$ cat src/include/qct_pkg.sv
package qct_pkg;

  // channel count and counter width
  localparam int          NUM_CH        = 4;
  localparam int          CNT_W         = 16;

  // time base derivation: system clock and internal time base, in MHz
  localparam int          SYS_CLK_MHZ   = 100;
  localparam int          TIME_BASE_MHZ = 20;
  localparam logic [2:0]  TB_CYCLES     = 3'(SYS_CLK_MHZ / TIME_BASE_MHZ);

  // divider and duty limits
  localparam logic [15:0] DIV_MIN       = 16'h0002;
  localparam logic [6:0]  DUTY_FULL     = 7'h64;
  localparam logic [6:0]  DUTY_HALF     = 7'h32;

  // register map, byte addresses
  localparam logic [7:0]  CH_STRIDE     = 8'h10;
  localparam logic [3:0]  REG_CTRL      = 4'h0;
  localparam logic [3:0]  REG_DIV       = 4'h4;
  localparam logic [3:0]  REG_DUTY      = 4'h8;
  localparam logic [3:0]  REG_COUNT     = 4'hC;
  localparam logic [7:0]  REG_CASCADE   = 8'h40;
  localparam logic [7:0]  REG_ADC_DIV   = 8'h44;
  localparam logic [7:0]  REG_STATUS    = 8'h48;

  // control register field positions
  localparam int          CTRL_MODE_LSB = 0;
  localparam int          CTRL_GATE_LSB = 3;
  localparam int          CTRL_EXT_BIT  = 6;
  localparam int          CTRL_POL_BIT  = 7;
  localparam int          CTRL_EN_BIT   = 8;

  // reset values
  localparam logic [15:0] DIV_RST       = 16'h0002;
  localparam logic [15:0] ADC_DIV_RST   = 16'h0002;

  typedef enum logic [2:0] {
    QCT_MODE_EVENT  = 3'h0,
    QCT_MODE_FREQ   = 3'h1,
    QCT_MODE_RATE   = 3'h2,
    QCT_MODE_SHOT   = 3'h3,
    QCT_MODE_REPEAT = 3'h4
  } qct_mode_t;

  typedef enum logic [2:0] {
    QCT_GATE_NONE = 3'h0,
    QCT_GATE_LOW  = 3'h1,
    QCT_GATE_HIGH = 3'h2,
    QCT_GATE_FALL = 3'h3,
    QCT_GATE_RISE = 3'h4
  } qct_gate_t;

  // gray coded along idle, armed, run, done
  typedef enum logic [1:0] {
    QCT_ST_IDLE  = 2'b00,
    QCT_ST_ARMED = 2'b01,
    QCT_ST_RUN   = 2'b11,
    QCT_ST_DONE  = 2'b10
  } qct_state_t;

  typedef struct packed {
    qct_state_t  st;
    logic [15:0] cnt;
    logic [15:0] phase;
    logic        out;
    logic        carry;
    logic        clk_prev;
    logic        gate_prev;
    qct_mode_t   mode;
    qct_gate_t   gate;
    logic        ext;
    logic        pol_hl;
    logic        en;
    logic [15:0] div;
    logic [6:0]  duty;
  } qct_chan_t;

  typedef struct packed {
    qct_chan_t [3:0] chan;
    logic [2:0]      cascade;
    logic [2:0]      tb_cnt;
    logic            tb_tick;
    logic [15:0]     adc_div;
    logic [15:0]     adc_cnt;
    logic            adc_tick;
    logic [31:0]     rd_data;
  } qct_regs_t;

endpackage : qct_pkg

$ cat src/qct_unit.sv
// Functional notes
// - four independent 16-bit counter channels
// - separate converter pacing clock from same circuitry
// - cascade routes clock output to next counter
// - cascade only for pairs 0-1, 1-2, 2-3
// - lower counter clock and gate govern pair
// - internal 20 MHz base, act on rising edge
// - internal output up to 10 MHz, wide range
// - external output is clock over divider 2..65535
// - only rising edge of external or cascade clock
// - enabled operation starts on next clock edge
// - gate none enables on software command
// - low level gate runs low, pauses high
// - high level gate runs high, pauses low
// - falling gate edge triggers one-shot modes
// - rising gate edge triggers one-shot modes
// - per-counter clock, gate and pulse pins
// - selectable output polarity defines active portion
// - duty percentage sets active fraction of period
// - event count wraps at 2^16, pair 2^32
// - rate output runs only while gate enables
// - one-shot emits single pulse then ignores inputs
//
// Chosen here: the placing of the registers and the address-and-strobe port.
`timescale 1ns/1ps
`default_nettype none

module qct_unit
  import qct_pkg::*;
(
  input  wire logic        CLOCK,
  input  wire logic        RESET_N,
  input  wire logic [7:0]  ADDR,
  input  wire logic [31:0] WR_DATA,
  input  wire logic        WR_EN,
  input  wire logic        RD_EN,
  output var  logic [31:0] RD_DATA,
  input  wire logic [3:0]  EXT_CLK,
  input  wire logic [3:0]  EXT_GATE,
  output var  logic [3:0]  PULSE_OUT,
  output var  logic        ADC_TICK
);

  qct_regs_t   s;
  qct_regs_t   next_s;

  // per-channel derived terms, filled by the generate loop
  logic [3:0]  tick_v;
  logic [3:0]  en_v;
  logic [3:0]  run_ok_v;
  logic [3:0]  trig_v;
  logic [3:0]  shot_v;
  logic [3:0]  count_v;
  logic [15:0] div_v [4];
  logic [15:0] act_v [4];

  // clock source, governing gate and period shape of each channel
  for (genvar i = 0; i < NUM_CH; i++) begin : gen_ch
    logic        casc;
    logic        ext_rise;
    // two bits reach every channel; a pair never points past three
    logic [1:0]  g;
    logic        gl;
    logic        gp;
    qct_gate_t   gt;
    logic [22:0] prod;

    if (i == 0) begin : gen_first
      assign casc = 1'b0;
    end else begin : gen_rest
      assign casc = s.cascade[i-1];
    end

    // edge detect on the pin; pins are already in the clock domain
    assign ext_rise = EXT_CLK[i] & ~s.chan[i].clk_prev;

    // cascaded upper counter clocks from the lower's clock output
    assign tick_v[i] = casc ? s.chan[i-1 < 0 ? 0 : i-1].carry
                     : (s.chan[i].ext ? ext_rise
                                      : s.tb_tick);

    // lower counter of a pair owns gate and enable
    assign g  = casc ? 2'(i - 1) : 2'(i);
    assign gl = EXT_GATE[g];
    assign gp = s.chan[g].gate_prev;
    assign gt = s.chan[g].gate;
    assign en_v[i] = s.chan[g].en;

    always_comb begin : gate_decode
      run_ok_v[i] = 1'b0;
      trig_v[i]   = 1'b0;
      unique case (gt)
        QCT_GATE_NONE: begin
          run_ok_v[i] = 1'b1;
          trig_v[i]   = 1'b1;
        end
        QCT_GATE_LOW:  run_ok_v[i] = ~gl;
        QCT_GATE_HIGH: run_ok_v[i] = gl;
        QCT_GATE_FALL: begin
          run_ok_v[i] = 1'b1;
          trig_v[i]   = gp & ~gl;
        end
        QCT_GATE_RISE: begin
          run_ok_v[i] = 1'b1;
          trig_v[i]   = ~gp & gl;
        end
        default: begin
          run_ok_v[i] = 1'b0;
          trig_v[i]   = 1'b0;
        end
      endcase
    end

    assign shot_v[i]  = (s.chan[i].mode == QCT_MODE_SHOT) ||
                        (s.chan[i].mode == QCT_MODE_REPEAT);
    assign count_v[i] = (s.chan[i].mode == QCT_MODE_EVENT) ||
                        (s.chan[i].mode == QCT_MODE_FREQ);

    // software loads base/frequency; below two is raised to two
    assign div_v[i] = (s.chan[i].div < DIV_MIN) ? DIV_MIN
                                                : s.chan[i].div;
    // rounded product; duty is capped at full so it fits the divider
    assign prod     = 23'(div_v[i] * s.chan[i].duty)
                    + 23'(DUTY_HALF);
    assign act_v[i] = 16'(prod / 23'(DUTY_FULL));
  end

  // all next-state logic for time base, pacing clock, channels and bus
  always_comb begin : next_state_logic
    next_s = s;

    // 20 MHz time base as a one-cycle enable every five clocks
    next_s.tb_tick = 1'b0;
    if (s.tb_cnt == TB_CYCLES - 3'd1) begin
      next_s.tb_cnt  = 3'h0;
      next_s.tb_tick = 1'b1;
    end else begin
      next_s.tb_cnt = s.tb_cnt + 3'd1;
    end

    // converter pacing divider, never shared with user channels
    next_s.adc_tick = 1'b0;
    if (s.tb_tick) begin
      if (s.adc_cnt >= s.adc_div - 16'd1 || s.adc_div < DIV_MIN) begin
        next_s.adc_cnt  = 16'h0;
        next_s.adc_tick = 1'b1;
      end else begin
        next_s.adc_cnt = s.adc_cnt + 16'd1;
      end
    end

    for (int c = 0; c < NUM_CH; c++) begin
      next_s.chan[c].clk_prev  = EXT_CLK[c];
      next_s.chan[c].gate_prev = EXT_GATE[c];
      next_s.chan[c].carry     = 1'b0;

      unique case (s.chan[c].st)
        QCT_ST_IDLE: begin
          if (en_v[c]) begin
            next_s.chan[c].phase = 16'h0;
            next_s.chan[c].st    = shot_v[c] ? QCT_ST_ARMED
                                             : QCT_ST_RUN;
          end
        end
        QCT_ST_ARMED: begin
          if (!en_v[c]) begin
            next_s.chan[c].st = QCT_ST_IDLE;
          end else if (trig_v[c]) begin
            // the trigger only starts the run at phase zero; clock edges do the work
            next_s.chan[c].phase = 16'h0;
            next_s.chan[c].st    = QCT_ST_RUN;
          end
        end
        QCT_ST_RUN: begin
          if (!en_v[c]) begin
            next_s.chan[c].st = QCT_ST_IDLE;
          end else if (tick_v[c] && run_ok_v[c]) begin
            if (count_v[c]) begin
              // 16-bit add wraps by itself; the carry feeds the pair
              next_s.chan[c].cnt   = s.chan[c].cnt + 16'd1;
              next_s.chan[c].carry = (s.chan[c].cnt == 16'hFFFF);
            end else if (s.chan[c].phase >= div_v[c]) begin
              // the edge that closes a period also opens the next one
              next_s.chan[c].phase = 16'h1;
              next_s.chan[c].carry = 1'b1;
              if (s.chan[c].mode == QCT_MODE_SHOT) begin
                next_s.chan[c].st = QCT_ST_DONE;
              end else if (s.chan[c].mode == QCT_MODE_REPEAT) begin
                next_s.chan[c].st = QCT_ST_ARMED;
              end
            end else begin
              next_s.chan[c].phase = s.chan[c].phase + 16'd1;
            end
          end else if (!run_ok_v[c] && !count_v[c]) begin
            // rate output halts at once and restarts a full period
            next_s.chan[c].phase = 16'h0;
          end
        end
        QCT_ST_DONE: begin
          // everything but a software disable is ignored here
          if (!en_v[c]) begin
            next_s.chan[c].st = QCT_ST_IDLE;
          end
        end
      endcase

      // pulse pin: active for the first act_v ticks of each period;
      // phase zero waits for the first clock edge, so no early pulse
      next_s.chan[c].out = ((next_s.chan[c].st == QCT_ST_RUN) &&
                            !count_v[c] && run_ok_v[c] &&
                            (next_s.chan[c].phase != 16'h0) &&
                            (next_s.chan[c].phase <= act_v[c]))
                           ^ s.chan[c].pol_hl;
    end

    // register writes take effect after the channel update
    if (WR_EN) begin
      if (ADDR[7:6] == 2'b00) begin
        unique case (ADDR[3:0])
          REG_CTRL: begin
            next_s.chan[ADDR[5:4]].mode   =
              qct_mode_t'(WR_DATA[CTRL_MODE_LSB +: 3]);
            next_s.chan[ADDR[5:4]].gate   =
              qct_gate_t'(WR_DATA[CTRL_GATE_LSB +: 3]);
            next_s.chan[ADDR[5:4]].ext    = WR_DATA[CTRL_EXT_BIT];
            next_s.chan[ADDR[5:4]].pol_hl = WR_DATA[CTRL_POL_BIT];
            next_s.chan[ADDR[5:4]].en     = WR_DATA[CTRL_EN_BIT];
            // a control write restarts the channel from a clean count
            next_s.chan[ADDR[5:4]].st     = QCT_ST_IDLE;
            next_s.chan[ADDR[5:4]].cnt    = 16'h0;
            next_s.chan[ADDR[5:4]].phase  = 16'h0;
          end
          REG_DIV:  next_s.chan[ADDR[5:4]].div = WR_DATA[15:0];
          REG_DUTY: begin
            next_s.chan[ADDR[5:4]].duty =
              (WR_DATA[31:0] > 32'(DUTY_FULL)) ? DUTY_FULL
                                               : WR_DATA[6:0];
          end
          default: ;
        endcase
      end else if (ADDR == REG_CASCADE) begin
        next_s.cascade = WR_DATA[2:0];
      end else if (ADDR == REG_ADC_DIV) begin
        next_s.adc_div = WR_DATA[15:0];
      end
    end

    // read data stands for exactly one cycle, zero otherwise
    next_s.rd_data = 32'h0;
    if (RD_EN) begin
      if (ADDR[7:6] == 2'b00) begin
        unique case (ADDR[3:0])
          REG_CTRL: next_s.rd_data = {23'h0, s.chan[ADDR[5:4]].en,
                                      s.chan[ADDR[5:4]].pol_hl,
                                      s.chan[ADDR[5:4]].ext,
                                      s.chan[ADDR[5:4]].gate,
                                      s.chan[ADDR[5:4]].mode};
          REG_DIV:   next_s.rd_data = {16'h0, s.chan[ADDR[5:4]].div};
          REG_DUTY:  next_s.rd_data = {25'h0, s.chan[ADDR[5:4]].duty};
          REG_COUNT: next_s.rd_data = {16'h0, s.chan[ADDR[5:4]].cnt};
          default:   next_s.rd_data = 32'h0;
        endcase
      end else if (ADDR == REG_CASCADE) begin
        next_s.rd_data = {29'h0, s.cascade};
      end else if (ADDR == REG_ADC_DIV) begin
        next_s.rd_data = {16'h0, s.adc_div};
      end else if (ADDR == REG_STATUS) begin
        next_s.rd_data = {24'h0, s.chan[3].st, s.chan[2].st,
                          s.chan[1].st, s.chan[0].st};
      end
    end
  end

  // the one state register; pulse pins reset low, idle for polarity 0
  always_ff @(posedge CLOCK or negedge RESET_N) begin
    if (!RESET_N) begin
      s <= '0;
      for (int c = 0; c < NUM_CH; c++) begin
        s.chan[c].div  <= DIV_RST;
        s.chan[c].duty <= DUTY_HALF;
      end
      s.adc_div <= ADC_DIV_RST;
    end else begin
      s <= next_s;
    end
  end

  // outputs straight from flops
  assign RD_DATA  = s.rd_data;
  assign ADC_TICK = s.adc_tick;
  for (genvar j = 0; j < NUM_CH; j++) begin : gen_pin
    assign PULSE_OUT[j] = s.chan[j].out;
  end
endmodule : qct_unit

`default_nettype wire

$ cat config.mk
export PLATFORM = sky130hd
export DESIGN_NAME = qct_unit
export DESIGN_NICKNAME = d
export VERILOG_FILES = /design/src/include/qct_pkg.sv /design/src/qct_unit.sv
export SDC_FILE = /design/constraint.sdc
export NUM_CORES = 2
export LEC_CHECK = 0
export BUFFER_PORTS_ARGS = -buffer_cell sky130_fd_sc_hd__buf_4
export CORE_MARGIN = 1
export CORE_UTILIZATION = 52
export DETAILED_ROUTE_END_ITERATION = 10
export GPL_TIMING_DRIVEN = 1
export MAX_ROUTING_LAYER = met4
export PLACE_DENSITY = 0.68
export SLEW_MARGIN = 20
export SYNTH_ARGS = -nofsm -noshare
export SYNTH_HDL_FRONTEND = slang
export SYNTH_SLANG_ARGS = --single-unit
export TNS_END_PERCENT = 20
$ cat constraint.sdc
create_clock -name CLOCK -period 22.9 [get_ports CLOCK]
set_input_delay 1.145 -clock CLOCK [delete_from_list [all_inputs] [get_ports CLOCK]]
set_output_delay 1.145 -clock CLOCK [all_outputs]
set_load 0.02 [all_outputs]
# After elaboration in Yosys (flattened, before gate mapping)
# Index checks and enable logic that the tools add are counted.
# totals
register_bits,352
input_bits,52
output_inout_bits,37
word_cells,454
# classes
addsub,15
mul,4
div_mod_pow,4
magnitude_cmp,20
n_eq_ne,55
n_mux,195
n_bitwise,30
reduce_logical,68
# op_table
operator,n
bitwise mux 280 bit,10
demux 70 bit (select 2 bit),10
case mux 280 bit (3 select lines),1
two-way mux 16 bit,43
binary-select mux 70 bit (select 2 bit),4
two-way mux 283 bit,1
two-way mux 280 bit,1
two-way mux 32 bit,7
case mux 16 bit (3 select lines),4
"adder 16 x 1 -> 16 bit, second input constant",9
two-way mux 68 bit,2
two-way mux 33 bit,3
"adder 23 x 6 -> 23 bit, second input constant",4
"divider 23 x 7 -> 23 bit, second input constant",4
multiplier 16 x 7 -> 23 bit,4
two-way mux 2 bit,41
greater-or-equal comparator 16 bit,5
"less-than comparator 16 x 2 -> 1 bit, second input constant",5
two-way mux 18 bit,4
two-way mux 70 bit,1
"== test 16 bit, second input constant",4
less-or-equal comparator 16 bit,4
case mux 16 bit (4 select lines),1
nonzero test 16 bit,4
40 further kinds,215

# Logic depth before layout (Yosys ltp)
# logic_depth
ltp_word,27
ltp_mapped,83
depth_no_buf,74

# Worst setup path before layout
# OpenSTA, ideal clock, no wires.
# synth_timing
path_type,register to register
startpoint,register s[234] (netlist bit)
endpoint,register s (netlist bit PULSE_OUT[2])
t_arrival_ns,15.999
path_slack_ns,6.822
stages_incl_launch_ff,72
period_less_slack_ns,16.078
path_cell_list,dfrtp_1 clkbuf_1 nor4_1 nand4_1 nor2b_1 nand2b_1 fa_1 fa_1 inv_1 fa_1 fa_1 ha_1 a2111oi_0 nor3_1 a21o_1 o21a_1 mux2i_1 or2_2 (+36 left out) o211ai_1 ha_1 nor2b_1 o21a_1 o21ai_0 nand2b_1 a21oi_1 nor2b_1 o21ai_0 nand2b_1 a21oi_1 o31ai_1 a21o_1 a21oi_1 o21ai_0 or4_1 a21oi_1 xor2_1
# synth_lines
element,line_no,rtl
start: declaration,qct_unit.sv:44,qct_regs_t s;
start signal: assignment,qct_unit.sv:284,s <= next_s;

==> run summary <==
Routed length per instance: 21.3 µm. Type of element capturing the critical path: a flip-flop. Setup repair after global routing left no endpoint under its margin.

The number of clock sinks came out at 335. At the end of routability-driven placement, the weighted congestion stood at 0.992. The run gives 0 as the total setup violations reported at the end of the flow. Summing every instance area after synthesis gives 52700 µm². The average vias per placed instance was 6.56; the initial DRC count was 4919.

The worst register-to-register path begins at s[221]. The number of cells on the worst hold path works out to 1. The synthesized design contains 0 enable-type register cells. The reg-to-reg setup timing slack is 3.46 ns.

TritonCTS built the clock tree. The clock-pin slew on the worst setup and hold paths is 0.06 ns. The type of the tightest min-delay check is flip-flop to flip-flop. In the finished design, the share of the clock period the worst path needs comes to 84.9%.

The die span in y was 320 µm. Total number of nets in the final design: 6916. Counting flops with an async set or reset pin after synthesis yields a share of 100%. The standard cell with the maximum stage delay on the critical path is o2bb2ai_1.

Synthesis handed over a netlist of 6398 instances. The number of optimization iterations in the first detailed-route pass was 6; the clock insertion delay at the later pin of the skew report was 0.59 ns. Cells with a size suffix above 1 make up 10.1% of the layout. The largest single stage delay on the critical path is 0.74 ns. Based on the critical path, the design can be clocked at up to 51.4 MHz. The total overflow left after global routing is 0.

For this design the top-level I/O count stands at 89. In this run the critical register-to-register path is captured at PULSE_OUT[2]. The die span in x was 320 µm.

Broken down by cell family, the worst path's largest delay share belongs to compound AO/OA/AOI/OAI gates. The count of input and output buffers works out to 72. At the pin with the least slew margin, the transition time is 1.07 ns. In the final timing run, aggregate negative setup slack is 0 ns. The relative slew slack was 27.9%; the maximum net fanout on the critical path was 14. The post-layout minimum cycle time is 19.44 ns, and the initial core utilization is 52.6%.

The clock passes through at most 3 buffers. Aggregate routed wire length: 161000 µm. Final max-slew violation count: 0.

Post-CTS timing repair inserted 0 buffers for setup. The timing endpoint of the critical path was PULSE_OUT[2]. Data on the critical path is required at its endpoint by 23.39 ns. At the worst endpoint, the arrival time is 19.94 ns. For the fraction of the yosys area taken by sequential cells, the log shows 16.0%. Critical setup path kind: flip-flop to flip-flop. Fill cells in the final layout number 9269. The most used flip-flop cell after synthesis is dfrtp_1. For this block, the via count after detailed routing is 49.6k. The worst register-to-register path has a depth of 68. Once layout is complete, the utilization of the core stands at 55.1%. The synthesis-stage register bit count came out at 335. The number of hold violations in the final report came out at 0. The run gives 160 as the count of unique library cells instantiated by Yosys. The final worst hold slack is 0.464 ns, and the DRC violation count after routing is 0. Global routing consumed, over all layers together, 31.9% of the routing resources.

The cell repeated most along the worst path was a21oi_1. Sorting the synthesized cells by area gives the leading types as dfrtp_1 (15%), fa_1 (11%), ha_1 (8.3%). A synthesized cell averages 8.23 µm². The detail route stage leaves a number of antenna-violating nets equal to 0. STA classifies the critical path startpoint as a flip-flop.

The core area is 100000 µm², and the register area is 8400 µm². The TritonCTS buffer count was 41. The first global-routing pass estimated 259000 µm of wire. The run gives 46.6k as the number of global-route vias before repair.

In the layout the commonest cells are nand2_1 (515), nor2_1 (469), inv_1 (382). Together, buffers and inverters on the worst path number 2. Of all cell types, the one taking the most synthesized area is dfrtp_1. The number of antenna violations at the first check in global routing was 8; the detailed placement HPWL was 124000 µm. The critical path runs through a total of 68 cells.

In the final layout, the multi-input gates occupy 41300 µm². The tools report the master cell of the clock root buffer as clkbuf_16. During synthesis, Yosys emitted a total of 0 warnings. Across the run, the number of max-cap violations was 0. The run finished with clean final reports. Post-CTS repair changed the size of 0 cells. The tools report the cts-stage hold buffer count as 0. The tools report the clock skew as 0.0303 ns.

Leaving out fill and tap cells, the most frequent cell in the layout is nand2_1. The total number of H-tree levels is 2, and the maximum number of pins on one net before global-route repair is 78. The overall die area is 103000 µm², and the top-area cell type share of the netlist area is 15.1%. The count of standard-cell rows was 116; the area overhead of the layout relative to synthesis was 4.78%. The critical path starts at s[221].
==> worst min path at each step <==
| stage | from | slack, ns | to |
|---|---|---|---|
| final | s[66] | 0.46 | s[66] |
| after floorplan | s[66] | 0.43 | s[66] |
| after CTS | s[66] | 0.47 | s[66] |
| after global placement | s[66] | 0.45 | s[66] |
| after global routing | s[66] | 0.50 | s[66] |
| after detailed placement | s[66] | 0.46 | s[66] |
==> worst register-to-register path: cells and delay by family (launching register included) <==
family                   cells  cell delay, ns
multiplexers                 2            1.07
adder cells (fa/ha/maj)      6            2.53
XOR/XNOR                     2            0.32
flip-flops                   1            0.69
buffers and inverters        2            0.09
AO/OA/AOI/OAI               34            9.16
AND/OR/NAND/NOR             22            5.44
==> metal layers <==
metal	up-vias	part of all wire, %	wire length (µm)	global-route usage (%)
li1	22980	-	-	-
met1	24231	43	69900	43.5
met2	2020	45	72000	48.6
met3	330	7.7	12400	3.98
met4	0	4.0	6410	11.5
met5	-	0	0	-
==> stage by stage <==
step                      instances  worst slack, ns  cell area (µm²)
final                          7559             3.46            55200
after global routing           7558             1.68            55200
after CTS                      7551             3.42            55100
after detailed placement       7477             3.43            53600
after global placement         7475             3.73            53600
after floorplan                6413             6.82            52700
==> synthesized netlist by cell type, types with 48 or more instances <==
master    number
o22ai_1       55
a22oi_1       71
clkbuf_1     234
nor4_1        62
xor2_1        90
a211oi_1      56
nand4_1       79
nand3_1      164
mux4_2        48
nor3_1       165
ha_1         348
nand2_1      515
and3_1        97
fa_1         292
a21oi_1      332
o211ai_1      71
xnor2_1      128
o21ai_1       60
buf_4         48
and2_1       366
nor2_1       472
a21o_1       105
o21ai_0      367
dfrtp_1      318
mux2_2       127
o21a_1        53
nor2b_1      136
inv_1        382
a31oi_1       70
nand2b_1      75
or3_1         52
mux2i_1       57
==> cell type report <==
| class | count | area share, % |
|---|---|---|
| tap | 1298 | 2.94 |
| antenna | 6 | 0.0272 |
| clock buffer | 57 | 2.22 |
| multi-input combinational | 5351 | 74.9 |
| inverter | 386 | 2.63 |
| clock inverter | 17 | 0.454 |
| timing repair buffer | 109 | 1.58 |
| sequential | 335 | 15.2 |
==> sequential cells by signal, indices dropped and copies added, names as in the netlist <==
| signal | flops |
|---|---|
| ADC_TICK | 1 |
| PULSE_OUT | 4 |
| RD_DATA | 16 |
| gen_ch.casc | 3 |
| s | 311 |
==> cell families after synthesis <==
kind of cell	count (synthesis)	share of synthesized area [%]
compound gates	1829	25.0
xor+xnor	229	3.97
fa+ha+maj	661	19.8
buf+inv	727	5.74
flops	335	16.0
mux	246	6.22
other cells	1	0.00712
simple gates	2370	23.3
Power is left out: the tool's default activity adds up to more than one toggle a clock period on the data nets, which glitch-free logic cannot reach.
